## src/hw/ptu_pkg.sv

```systemverilog
package ptu_pkg;
  localparam logic [31:0] PTU_OFS_CTRL       = 32'h0000_0000;
  localparam logic [31:0] PTU_OFS_DIRBASE    = 32'h0000_0004;
  localparam logic [31:0] PTU_OFS_FLTADDR    = 32'h0000_0008;
  localparam logic [31:0] PTU_OFS_FLTCODE    = 32'h0000_000C;
  localparam logic [31:0] PTU_OFS_FLTRET     = 32'h0000_0010;
  localparam logic [31:0] PTU_OFS_STATUS     = 32'h0000_0014;
  localparam logic [31:0] PTU_CTRL_RESET     = 32'h0000_0000;
  localparam logic [31:0] PTU_DIRBASE_RESET  = 32'h0000_0000;
  localparam int          PTU_CTRL_PG        = 0;
  localparam int          PTU_VPN_LSB        = 12;
  localparam int          PTU_DIR_LSB        = 22;
  localparam int          PTU_E_P            = 0;
  localparam int          PTU_E_RW           = 1;
  localparam int          PTU_E_US           = 2;
  localparam int          PTU_E_A            = 5;
  localparam int          PTU_E_D            = 6;
  localparam int          PTU_EC_P           = 0;
  localparam int          PTU_EC_WR          = 1;
  localparam int          PTU_EC_US          = 2;
  localparam int          PTU_HTRANS_ACTIVE  = 1;
  localparam logic [31:0] PTU_V86_MASK       = 32'h000F_FFFF;
  localparam logic [7:0]  PTU_VEC_PAGE_FAULT = 8'h0E;
  localparam logic        PTU_HRESP_OKAY     = 1'b0;
  localparam int          PTU_TLB_SETS       = 8;
  localparam int          PTU_TLB_WAYS       = 4;

  typedef enum logic [2:0] {
    PTU_S_IDLE   = 3'h0,
    PTU_S_LOOK   = 3'h1,
    PTU_S_PDE_RD = 3'h3,
    PTU_S_PDE_WR = 3'h2,
    PTU_S_PTE_RD = 3'h6,
    PTU_S_PTE_WR = 3'h7,
    PTU_S_OPER   = 3'h5,
    PTU_S_FAULT  = 3'h4
  } ptu_state_e;
endpackage

```

## src/hw/ptu_tlb.sv

```systemverilog
`timescale 1ns/100ps
module ptu_tlb #(
  parameter int SETS = 8,
  parameter int WAYS = 4,
  parameter int IB   = $clog2(SETS),
  parameter int WB   = $clog2(WAYS)
) (
  input  wire logic          clk,
  input  wire logic          reset_n,
  input  wire logic [19:0]   lookVpn,
  output logic               lookHit,
  output logic [WB-1:0]      lookWay,
  output logic [19:0]        lookFrame,
  output logic               lookUser,
  output logic               lookRw,
  output logic               lookDirty,
  output logic [WB-1:0]      victimWay,
  output logic               anyValid,
  input  wire logic          fillEn,
  input  wire logic [WB-1:0] fillWay,
  input  wire logic [19:0]   fillVpn,
  input  wire logic [19:0]   fillFrame,
  input  wire logic          fillUser,
  input  wire logic          fillRw,
  input  wire logic          fillDirty,
  input  wire logic          flush
);
  localparam int N  = SETS * WAYS;
  localparam int EB = IB + WB;

  logic [N-1:0]     valid;
  logic [19-IB:0]   tagMem   [N];
  logic [19:0]      frameMem [N];
  logic [2:0]       attrMem  [N];
  logic [WB-1:0]    rrWay;
  logic             freeFound;
  logic [WB-1:0]    freeWay;

  function automatic logic [EB-1:0] slot(input logic [19:0] vpn,
                                         input int w);
    return {vpn[IB-1:0], WB'(w)};
  endfunction

  assign anyValid = |valid;

  // Only the indexed set is searched; the other sets cannot hold the page
  always_comb begin
    lookHit   = 1'b0;
    lookWay   = '0;
    lookFrame = '0;
    lookUser  = 1'b0;
    lookRw    = 1'b0;
    lookDirty = 1'b0;
    for (int w = 0; w < WAYS; w++) begin
      if (valid[slot(lookVpn, w)] &&
          tagMem[slot(lookVpn, w)] == lookVpn[19:IB]) begin
        lookHit   = 1'b1;
        lookWay   = WB'(w);
        lookFrame = frameMem[slot(lookVpn, w)];
        {lookUser, lookRw, lookDirty} = attrMem[slot(lookVpn, w)];
      end
    end
  end

  // Empty way first, otherwise round robin
  always_comb begin
    freeFound = 1'b0;
    freeWay   = '0;
    for (int w = WAYS - 1; w >= 0; w--) begin
      if (!valid[slot(fillVpn, w)]) begin
        freeFound = 1'b1;
        freeWay   = WB'(w);
      end
    end
  end

  assign victimWay = freeFound ? freeWay : rrWay;

  always_ff @(posedge clk or negedge reset_n) begin
    if (!reset_n) begin
      valid <= '0;
      rrWay <= '0;
    end else if (flush) begin
      valid <= '0;
    end else if (fillEn) begin
      valid[{fillVpn[IB-1:0], fillWay}] <= 1'b1;
      rrWay <= rrWay + 1'b1;
    end
  end

  always_ff @(posedge clk) begin
    if (fillEn) begin
      tagMem[{fillVpn[IB-1:0], fillWay}]   <= fillVpn[19:IB];
      frameMem[{fillVpn[IB-1:0], fillWay}] <= fillFrame;
      attrMem[{fillVpn[IB-1:0], fillWay}]  <= {fillUser, fillRw, fillDirty};
    end
  end
endmodule

```

## src/hw/ptu_page_translation_unit.sv

```systemverilog
`timescale 1ns/100ps
module ptu_page_translation_unit (
  input  wire logic        clk,
  input  wire logic        reset_n,
  input  wire logic        hsel,
  input  wire logic [31:0] haddr,
  input  wire logic [1:0]  htrans,
  input  wire logic        hwrite,
  input  wire logic [2:0]  hsize,
  input  wire logic [31:0] hwdata,
  input  wire logic        hready,
  output logic             hreadyout,
  output logic [31:0]      hrdata,
  output logic             hresp,
  input  wire logic        reqValid,
  input  wire logic [31:0] reqLinAddr,
  input  wire logic        reqWrite,
  input  wire logic        reqUser,
  input  wire logic        reqDescriptor,
  input  wire logic        reqV86,
  input  wire logic [31:0] reqInstrPtr,
  output logic             reqReady,
  output logic             doneValid,
  output logic [31:0]      donePhysAddr,
  input  wire logic        taskSwitch,
  input  wire logic [31:0] taskStateDirBase,
  input  wire logic        handlerEntry,
  output logic             memReq,
  output logic [31:0]      memAddr,
  output logic             memWrite,
  output logic             memLock,
  output logic             memOperand,
  output logic [31:0]      memWdata,
  input  wire logic        memAck,
  input  wire logic [31:0] memRdata,
  output logic             faultValid,
  output logic [7:0]       faultVector,
  output logic [15:0]      faultErrorCode,
  output logic [31:0]      faultReturnPointer,
  output logic             faultNested
);
  import ptu_pkg::*;

  localparam int WB = $clog2(PTU_TLB_WAYS);

  ptu_state_e    state;
  ptu_state_e    next_state;
  logic [31:0]   ctrl;
  logic [31:0]   directoryBase;
  logic [31:0]   faultLinearAddress;
  logic [31:0]   linAddr;
  logic [31:0]   instrPtr;
  logic          accWrite;
  logic          accUser;
  logic          accDesc;
  logic [31:0]   pdeVal;
  logic [31:0]   pteVal;
  logic          lookHitSaved;
  logic [WB-1:0] lookWaySaved;
  logic          dWrite;
  logic [31:0]   dAddr;

  logic          tlbHit;
  logic [WB-1:0] tlbWay;
  logic [19:0]   tlbFrame;
  logic          tlbUser;
  logic          tlbRw;
  logic          tlbDirty;
  logic [WB-1:0] tlbVictim;
  logic          tlbAnyValid;
  logic          tlbFill;

  logic          takeReq;
  logic          ahbTake;
  logic          flush;
  logic          pagingOn;
  logic          effUser;
  logic [31:0]   effLin;
  logic          hitOk;
  logic          hitViol;
  logic          entryPresent;
  logic          walkUser;
  logic          walkRw;
  logic          walkViol;
  logic [31:0]   pdeAddr;
  logic [31:0]   pteAddr;
  logic [31:0]   hitPhys;
  logic [31:0]   walkPhys;
  logic [31:0]   readMux;
  logic          next_prot;
  logic [15:0]   next_code;
  logic          next_isMem;
  logic [31:0]   next_memAddr;
  logic [31:0]   next_memWdata;

  // Supervisor accesses bypass page protection
  function automatic logic protViol(input logic pgUser, input logic pgRw,
                                    input logic isUser, input logic isWr);
    return isUser && (!pgUser || (isWr && !pgRw));
  endfunction

  ptu_tlb #(
    .SETS (PTU_TLB_SETS),
    .WAYS (PTU_TLB_WAYS)
  ) u_tlb (
    .clk       (clk),
    .reset_n   (reset_n),
    .lookVpn   (linAddr[31:PTU_VPN_LSB]),
    .lookHit   (tlbHit),
    .lookWay   (tlbWay),
    .lookFrame (tlbFrame),
    .lookUser  (tlbUser),
    .lookRw    (tlbRw),
    .lookDirty (tlbDirty),
    .victimWay (tlbVictim),
    .anyValid  (tlbAnyValid),
    .fillEn    (tlbFill),
    .fillWay   (lookHitSaved ? lookWaySaved : tlbVictim),
    .fillVpn   (linAddr[31:PTU_VPN_LSB]),
    .fillFrame (pteVal[31:PTU_VPN_LSB]),
    .fillUser  (pdeVal[PTU_E_US] & pteVal[PTU_E_US]),
    .fillRw    (pdeVal[PTU_E_RW] & pteVal[PTU_E_RW]),
    .fillDirty (pteVal[PTU_E_D] | accWrite),
    .flush     (flush)
  );

  assign takeReq  = reqValid && reqReady;
  assign ahbTake  = hsel && htrans[PTU_HTRANS_ACTIVE] && hready;
  // Hardware never watches table writes, so software flushes after edits
  assign flush    = (dWrite && dAddr == PTU_OFS_DIRBASE) ||
                    taskSwitch;
  assign pagingOn = ctrl[PTU_CTRL_PG];
  assign effUser  = accUser && !accDesc;
  assign effLin   = reqV86 ? (reqLinAddr & PTU_V86_MASK)
                           : reqLinAddr;
  // A write through a clean entry walks again to set the dirty flag
  assign hitOk    = tlbHit && !(accWrite && !tlbDirty);
  assign hitViol  = protViol(tlbUser, tlbRw, effUser, accWrite);
  assign entryPresent = memRdata[PTU_E_P];
  assign walkUser = pdeVal[PTU_E_US] & memRdata[PTU_E_US];
  assign walkRw   = pdeVal[PTU_E_RW] & memRdata[PTU_E_RW];
  assign walkViol = protViol(walkUser, walkRw, effUser, accWrite);
  assign pdeAddr  = {directoryBase[31:PTU_VPN_LSB],
                     linAddr[31:PTU_DIR_LSB], 2'h0};
  assign pteAddr  = {pdeVal[31:PTU_VPN_LSB],
                     linAddr[PTU_DIR_LSB-1:PTU_VPN_LSB], 2'h0};
  assign hitPhys  = {tlbFrame, linAddr[PTU_VPN_LSB-1:0]};
  assign walkPhys = {pteVal[31:PTU_VPN_LSB],
                     linAddr[PTU_VPN_LSB-1:0]};
  assign tlbFill  = state == PTU_S_PTE_WR && memAck;

  assign readMux =
    haddr == PTU_OFS_CTRL    ? ctrl :
    haddr == PTU_OFS_DIRBASE ? directoryBase :
    haddr == PTU_OFS_FLTADDR ? faultLinearAddress :
    haddr == PTU_OFS_FLTCODE ? {16'h0000, faultErrorCode} :
    haddr == PTU_OFS_FLTRET  ? faultReturnPointer :
    haddr == PTU_OFS_STATUS  ? {28'h0000000, tlbAnyValid, state} :
                               32'h0000_0000;

  always_comb begin
    next_state = state;
    next_prot  = 1'b0;
    case (state)
      PTU_S_IDLE: begin
        if (takeReq) begin
          next_state = PTU_S_LOOK;
        end
      end
      PTU_S_LOOK: begin
        if (!pagingOn) begin
          next_state = PTU_S_OPER;
        end else if (hitOk && hitViol) begin
          next_state = PTU_S_FAULT;
          next_prot  = 1'b1;
        end else if (hitOk) begin
          next_state = PTU_S_OPER;
        end else begin
          next_state = PTU_S_PDE_RD;
        end
      end
      PTU_S_PDE_RD: begin
        if (memAck) begin
          next_state = entryPresent ? PTU_S_PDE_WR
                                    : PTU_S_FAULT;
        end
      end
      PTU_S_PDE_WR: begin
        if (memAck) begin
          next_state = PTU_S_PTE_RD;
        end
      end
      PTU_S_PTE_RD: begin
        if (memAck && !entryPresent) begin
          next_state = PTU_S_FAULT;
        end else if (memAck && walkViol) begin
          next_state = PTU_S_FAULT;
          next_prot  = 1'b1;
        end else if (memAck) begin
          next_state = PTU_S_PTE_WR;
        end
      end
      PTU_S_PTE_WR: begin
        if (memAck) begin
          next_state = PTU_S_OPER;
        end
      end
      PTU_S_OPER: begin
        if (memAck) begin
          next_state = PTU_S_IDLE;
        end
      end
      PTU_S_FAULT: begin
        next_state = PTU_S_IDLE;
      end
      default: begin
        next_state = PTU_S_IDLE;
      end
    endcase
  end

  always_comb begin
    next_code = '0;
    next_code[PTU_EC_P]  = next_prot;
    next_code[PTU_EC_WR] = accWrite;
    next_code[PTU_EC_US] = effUser;
  end

  assign next_isMem = next_state inside {PTU_S_PDE_RD, PTU_S_PDE_WR,
                                         PTU_S_PTE_RD, PTU_S_PTE_WR,
                                         PTU_S_OPER};
  assign next_memAddr =
    next_state == PTU_S_PDE_RD ? pdeAddr :
    next_state == PTU_S_PDE_WR ? pdeAddr :
    next_state == PTU_S_PTE_RD ? pteAddr :
    next_state == PTU_S_PTE_WR ? pteAddr :
    !pagingOn                  ? linAddr :
    state == PTU_S_LOOK        ? hitPhys : walkPhys;
  // Write-back is the entry just read with the flags merged in
  assign next_memWdata =
    next_state == PTU_S_PDE_WR ? memRdata | (32'h1 << PTU_E_A) :
    next_state == PTU_S_PTE_WR ? memRdata | (32'h1 << PTU_E_A) |
                                 ({31'h0, accWrite} << PTU_E_D) :
                                 32'h0000_0000;

  always_ff @(posedge clk or negedge reset_n) begin
    if (!reset_n) begin
      state      <= PTU_S_IDLE;
      reqReady   <= 1'b1;
      memReq     <= 1'b0;
      memAddr    <= 32'h0000_0000;
      memWrite   <= 1'b0;
      memLock    <= 1'b0;
      memOperand <= 1'b0;
      memWdata   <= 32'h0000_0000;
    end else begin
      state      <= next_state;
      reqReady   <= next_state == PTU_S_IDLE;
      memReq     <= next_isMem;
      memAddr    <= next_memAddr;
      memWrite   <= next_state inside {PTU_S_PDE_WR, PTU_S_PTE_WR} ||
                    (next_state == PTU_S_OPER && accWrite);
      memLock    <= next_state inside {PTU_S_PDE_RD, PTU_S_PDE_WR,
                                       PTU_S_PTE_RD,
                                       PTU_S_PTE_WR};
      memOperand <= next_state == PTU_S_OPER;
      memWdata   <= next_memWdata;
    end
  end

  always_ff @(posedge clk or negedge reset_n) begin
    if (!reset_n) begin
      linAddr      <= 32'h0000_0000;
      instrPtr     <= 32'h0000_0000;
      accWrite     <= 1'b0;
      accUser      <= 1'b0;
      accDesc      <= 1'b0;
      pdeVal       <= 32'h0000_0000;
      pteVal       <= 32'h0000_0000;
      lookHitSaved <= 1'b0;
      lookWaySaved <= '0;
    end else begin
      if (takeReq) begin
        linAddr  <= effLin;
        instrPtr <= reqInstrPtr;
        accWrite <= reqWrite;
        accUser  <= reqUser;
        accDesc  <= reqDescriptor;
      end
      if (state == PTU_S_LOOK) begin
        lookHitSaved <= tlbHit;
        lookWaySaved <= tlbWay;
      end
      if (state == PTU_S_PDE_RD && memAck) begin
        pdeVal <= memRdata;
      end
      if (state == PTU_S_PTE_RD && memAck) begin
        pteVal <= memRdata;
      end
    end
  end

  always_ff @(posedge clk or negedge reset_n) begin
    if (!reset_n) begin
      doneValid          <= 1'b0;
      donePhysAddr       <= 32'h0000_0000;
      faultValid         <= 1'b0;
      faultVector        <= 8'h00;
      faultErrorCode     <= 16'h0000;
      faultReturnPointer <= 32'h0000_0000;
      faultNested        <= 1'b0;
      faultLinearAddress <= 32'h0000_0000;
    end else begin
      doneValid <= state == PTU_S_OPER && memAck;
      if (state == PTU_S_OPER && memAck) begin
        donePhysAddr <= memAddr;
      end
      faultValid <= next_state == PTU_S_FAULT;
      if (next_state == PTU_S_FAULT) begin
        // A fault during handler entry reuses vector 14, not a double fault
        faultVector        <= PTU_VEC_PAGE_FAULT;
        faultNested        <= handlerEntry;
        faultErrorCode     <= next_code;
        faultReturnPointer <= instrPtr;
        faultLinearAddress <= linAddr;
      end
    end
  end

  // Zero-wait slave; a read right after a write sees the old value
  always_ff @(posedge clk or negedge reset_n) begin
    if (!reset_n) begin
      hreadyout     <= 1'b1;
      hresp         <= PTU_HRESP_OKAY;
      hrdata        <= 32'h0000_0000;
      dWrite        <= 1'b0;
      dAddr         <= 32'h0000_0000;
      ctrl          <= PTU_CTRL_RESET;
      directoryBase <= PTU_DIRBASE_RESET;
    end else begin
      hreadyout <= 1'b1;
      hresp     <= PTU_HRESP_OKAY;
      hrdata    <= (ahbTake && !hwrite) ? readMux : 32'h0000_0000;
      dWrite    <= ahbTake && hwrite;
      dAddr     <= haddr;
      if (taskSwitch) begin
        directoryBase <= {taskStateDirBase[31:PTU_VPN_LSB],
                          12'h000};
      end else if (dWrite && dAddr == PTU_OFS_DIRBASE) begin
        directoryBase <= {hwdata[31:PTU_VPN_LSB], 12'h000};
      end
      if (dWrite && dAddr == PTU_OFS_CTRL) begin
        ctrl <= hwdata;
      end
    end
  end
endmodule

```

## config.mk

```make
export PLATFORM = sky130hd
export DESIGN_NAME = ptu_page_translation_unit
export DESIGN_NICKNAME = d
export VERILOG_FILES = /design/src/hw/ptu_pkg.sv /design/src/hw/ptu_tlb.sv /design/src/hw/ptu_page_translation_unit.sv
export SDC_FILE = /design/constraint.sdc
export NUM_CORES = 2
export LEC_CHECK = 0
export ABC_AREA = 1
export BUFFER_PORTS_ARGS = -buffer_cell sky130_fd_sc_hd__clkbuf_2
export CAP_MARGIN = 20
export CORE_UTILIZATION = 57
export DETAILED_ROUTE_END_ITERATION = 8
export MAX_ROUTING_LAYER = met4
export PLACE_DENSITY = 0.75
export SYNTH_ARGS = -nofsm -noshare
export SYNTH_HDL_FRONTEND = slang
export SYNTH_HIERARCHICAL = 1
export SYNTH_SLANG_ARGS = --single-unit
export TNS_END_PERCENT = 1
```

## constraint.sdc

```tcl
create_clock -name clk -period 9.4 [get_ports clk]
set_input_delay 0.47 -clock clk [delete_from_list [all_inputs] [get_ports clk]]
set_output_delay 0.47 -clock clk [all_outputs]
set_load 0.005 [all_outputs]
```

==> metrics.md <==
| Metric | Value |
|---|---|
| CTS clock-pin slew for the worst setup and hold paths | `60 ps` |
| Total setup buffers inserted after CTS | `0` |
| Post-synthesis adder-cell area fraction | `0` |
| Global Route Usage Sum | `0.334` |
| First-pass detailed-route iteration total | `8` |
| Vias in the first global route | `50800` |
| Multiplexer share of the synthesized area | `0.000471` |
| Clock Skew | `41.3 ps` |
| Global placer's final weighted congestion | `0.932` |
| Fin. max-slew vios | `0` |
| WL/cell | `23.7 um` |
| Cell types with the largest area share after synthesis | `sky130_fd_sc_hd__edfxtp_1 (54%), sky130_fd_sc_hd__dfrtp_1 (15%), sky130_fd_sc_hd__nand2_1 (8.6%)` |
| Syn avg cell area | `10.8 um2` |
| Comb power frac | `0.318` |
| Setup repair after global routing missed its margin | `no` |
| Power density cells | `305 nW/um2` |
| Setup CP Type | `reg -> reg` |
| Core area | `124000 um2` |
| Synthesized flop and latch total | `1721` |
| Most area-hungry cell type in the Yosys netlist | `sky130_fd_sc_hd__edfxtp_1` |
| Main combinational cell family by area after synthesis | `simple AND/OR/NAND/NOR gates` |
| R2R setup slack | `2530 ps` |
| Peak clock frequency supported by timing | `146 MHz` |
| Violation count after the first detailed-routing iteration | `7865` |
| Met3 demand-to-capacity share in global routing | `0.0627` |
| Die Footprint | `127000 um2` |
| Slew HR | `0.218` |
| Area growth from synthesis to layout | `14.7%` |
| Delay of the slowest cell on the worst path | `710 ps` |
| Net Sw Frac | `0.369` |
| Gate count after technology mapping | `6615` |
| R2r endpoint | `faultReturnPointer[29]$_DFFE_PN0P_` |
| Number of synthesized flops with an enable pin | `1280` |
| Synth Area in Simple Gates | `0.169` |
| Number of warnings reported in the yosys synthesis log | `6` |
| CP required | `10120 ps` |
| Async set-or-reset flop fraction in the synthesized netlist | `0.256` |
| XOR/XNOR share of the synthesized area | `0.000367` |
| Slowest stage cell, crit path | `sky130_fd_sc_hd__inv_4` |
| Register area | `49500 um2` |
| Buffer depth of the longest clock path | `3` |
| Area of the multi-input gates | `18700 um2` |
| Worst-case vdd ir drop | `322 uV` |
| Site Rows | `129` |
| Status | `completed` |
| HPWL after detailed placement | `119000 um` |
| Total clock buffers created by CTS | `165` |
| Share of cells above drive strength 1 | `0.119` |
| Vias per cell | `6.06` |
| Number of maximum-capacitance constraint violations | `0` |
| Slew of the pin with the lowest slew margin | `1170 ps` |
| Number of buffers added to fix hold violations after cts | `169` |
| Int Power | `0.0158 W` |
| GRT met2 Usage | `0.500` |
| Pin count of the biggest net entering global routing | `253` |
| Flip-flop cell with the highest count after synthesis | `sky130_fd_sc_hd__edfxtp_1` |
| DRC violation count after routing | `0` |
| Fin worst setup slack | `2530 ps` |
| Area share of the largest cell type after synthesis | `0.536` |
| Initial standard-cell utilization of the core | `0.577` |
| Count of cell types in the netlist | `47` |
| Reg power frac | `0.411` |
| Startpoint of the most critical register-to-register path | `linAddr[12]$_DFFE_PN0P_` |
| Residual antenna-violating net count after detailed routing | `0` |
| Initial antenna violation count | `9` |
| Met1 GRT Util | `0.450` |
| Lkg Pwr | `33.6 nW` |
| Startpoint class of the critical path | `register` |
| Global-route congestion overflow total | `0` |
| Crit Path Max Fanout | `252` |
| Period Utilization, post-route | `0.731` |
| Most congested layer reported by global routing | `met2` |
| Post-synth design cell area | `71700 um2` |
| Latest clock arrival within the worst-skew pair | `810 ps` |
| Hold path depth | `3` |
| Sequential-to-total area share from yosys stat | `0.690` |
| H-tree levels | `4` |
| TritonCTS clock tree | `built` |
| Final number of hold-violating endpoints | `0` |
| Hold_sp | `reqLinAddr[28]` |
| Part of the power in the clock network | `0.272` |
| Vias | `53400` |
| Die Y-Extent | `357 um` |
| Worst Hold End | `linAddr[28]$_DFFE_PN0P_` |
| Switch Pwr | `0.00924 W` |
| Critical Path End Type | `register` |
| Worst setup slack after placement | `2840 ps` |
| # IOs | `404` |
| Crit path top cell by count | `sky130_fd_sc_hd__nand2_1` |
| Final Net Count | `7241` |
| Final critical-path required period | `6870 ps` |
| Total negative slack | `0 ps` |
| Compound-Gate Fraction of Synth Area | `0.0869` |
| Number of fillers in the final layout | `8771` |
| Buffers added on ports | `366` |
| Final core utilization | `0.662` |
| Resized cells post-CTS | `0` |
| Crit path arrival time | `7590 ps` |
| Detailed Route WL | `209000 um` |
| Class of the most critical hold timing path | `in -> reg` |
| Root buffer cell | `sky130_fd_sc_hd__clkbuf_16` |
| Setup Viol. Count Final | `0` |
| First-pass GRT wire length | `308000 um` |
| TritonCTS sink count | `1721` |
| Logic depth of the worst register-to-register path | `27` |
| Die X-Extent | `357 um` |
[worst max-delay path, delay by kind of cell (launching register included)]
| kind | cells | cell delay [ps] |
|---|---|---|
| AOI/OAI and AO/OA | 2 | 330 |
| buffers and inverters | 5 | 2470 |
| DFF | 1 | 660 |
| and+or+nand+nor | 20 | 2950 |
[cell usage in the layout, fill, tap and decap left out, types with 11 or more instances in the layout]
master	count
sky130_fd_sc_hd__clkinv_1	19
sky130_fd_sc_hd__edfxtp_1	1280
sky130_fd_sc_hd__a32o_1	23
sky130_fd_sc_hd__o22ai_1	71
sky130_fd_sc_hd__conb_1	20
sky130_fd_sc_hd__a21oi_1	232
sky130_fd_sc_hd__buf_12	13
sky130_fd_sc_hd__a221oi_1	93
sky130_fd_sc_hd__inv_2	16
sky130_fd_sc_hd__nand4_1	44
sky130_fd_sc_hd__nand3_1	467
sky130_fd_sc_hd__bufinv_16	17
sky130_fd_sc_hd__or2_2	49
sky130_fd_sc_hd__clkbuf_2	365
sky130_fd_sc_hd__nor4_1	11
sky130_fd_sc_hd__nand2_1	1644
sky130_fd_sc_hd__nor2_4	36
sky130_fd_sc_hd__clkbuf_1	42
sky130_fd_sc_hd__clkinv_2	22
sky130_fd_sc_hd__o21ai_1	107
sky130_fd_sc_hd__clkbuf_8	18
sky130_fd_sc_hd__nor2_1	685
sky130_fd_sc_hd__inv_1	419
sky130_fd_sc_hd__buf_4	85
sky130_fd_sc_hd__o211ai_1	55
sky130_fd_sc_hd__o21ai_0	439
sky130_fd_sc_hd__dfrtp_1	437
sky130_fd_sc_hd__nor3_1	16
sky130_fd_sc_hd__clkbuf_16	171
sky130_fd_sc_hd__o221ai_1	24
sky130_fd_sc_hd__dlygate4sd3_1	169
[cells by family (layout without fill, tap and decap cells)]
kind of cell / count (synthesis) / after routing
muxes: 3 / 3
and+or+nand+nor: 2969 / 2969
buffers and inverters: 851 / 1386
xor gates and xnor gates: 3 / 3
DFF: 1721 / 1721
AOI/OAI and AO/OA: 1066 / 1066
other: 2 / 30
[power by group through the flow]
| stage | Sequential [W] | Combinational (W) | Clock (W) |
|---|---|---|---|
| 2_1_floorplan | 0.0103 | 0.00495 | 0 |
| 3_3_place_gp | 0.0105 | 0.00715 | 0 |
| 3_5_place_dp | 0.0105 | 0.00739 | 0 |
| 4_1_cts | 0.0104 | 0.00751 | 0.00683 |
| 5_1_grt | 0.0103 | 0.00862 | 0.00713 |
| 6_report | 0.0103 | 0.00795 | 0.00680 |
[flip-flops by register name, summed over array words and instances (netlist names), 3 cells and up]
register / flops
u_tlb/frameMem: 640
faultReturnPointer: 32
linAddr: 32
directoryBase: 20
instrPtr: 32
faultErrorCode: 3
faultLinearAddress: 32
u_tlb/tagMem: 544
dAddr: 32
memWdata: 32
donePhysAddr: 32
u_tlb/valid: 32
ctrl: 32
hrdata: 32
u_tlb/attrMem: 96
state: 3
pteVal: 23
pdeVal: 22
memAddr: 32
[final cells by class]
| cell class | instances | share of cell area |
|---|---|---|
| Timing Repair Buffer | 641 | 0.0566 |
| Sequential cell | 1721 | 0.602 |
| Antenna cell | 10 | 0.000305 |
| Clock buffer | 233 | 0.0572 |
| Inverter | 441 | 0.0206 |
| Clock inverter | 71 | 0.0102 |
| Multi-Input combinational cell | 4061 | 0.228 |
| Tap cell | 1637 | 0.0249 |
[through the flow]
step	hold WS [ps]	power [W]	instances	cell area, um2
after global placement	453	0.0177	8320	74600
after global routing	33.0	0.0261	8811	82100
after CTS	0.555	0.0247	8795	81900
after floorplan	174	0.0153	6633	71700
after detailed placement	457	0.0179	8322	74700
final	40.0	0.0250	8815	82200
[worst max path at each step]
| stage | start | to | slack (ps) | cells after the start |
|---|---|---|---|---|
| floorplan | linAddr[14]$_DFFE_PN0P_ | u_tlb/attrMem[11][0]$_DFFE_PP_ | 5190 | 13 |
| global placement | linAddr[12]$_DFFE_PN0P_ | faultReturnPointer[24]$_DFFE_PN0P_ | 2910 | 27 |
| detailed placement | linAddr[12]$_DFFE_PN0P_ | faultReturnPointer[22]$_DFFE_PN0P_ | 2840 | 27 |
| CTS | linAddr[12]$_DFFE_PN0P_ | faultReturnPointer[21]$_DFFE_PN0P_ | 2780 | 27 |
| global route | linAddr[12]$_DFFE_PN0P_ | faultReturnPointer[29]$_DFFE_PN0P_ | 2280 | 27 |
| finish | linAddr[12]$_DFFE_PN0P_ | faultReturnPointer[29]$_DFFE_PN0P_ | 2530 | 27 |
[cells in the mapped netlist (all sizes together), types with 2 or more instances]
library cell	count
nand2	1648
edfxtp	1280
nor2	725
o21ai	547
nand3	470
dfrtp	440
inv	439
buf	265
a21oi	234
clkbuf	145
a221oi	93
o22ai	71
o211ai	65
or2	52
nand4	44
o221ai	24
a32o	23
nor3	16
nor4	11
a22oi	3
mux2	3
xor2	3
a22o	2
a31oi	2
clkinv	2
conb	2
nand3b	2
[metal layers]
metal / routed length, um / vias up
li1: - / 23500
met1: 80200 / 26000
met2: 96400 / 3336
met3: 23200 / 631
met4: 9490 / 0
met5: 0 / -
(Power assumes the default switching activity.)
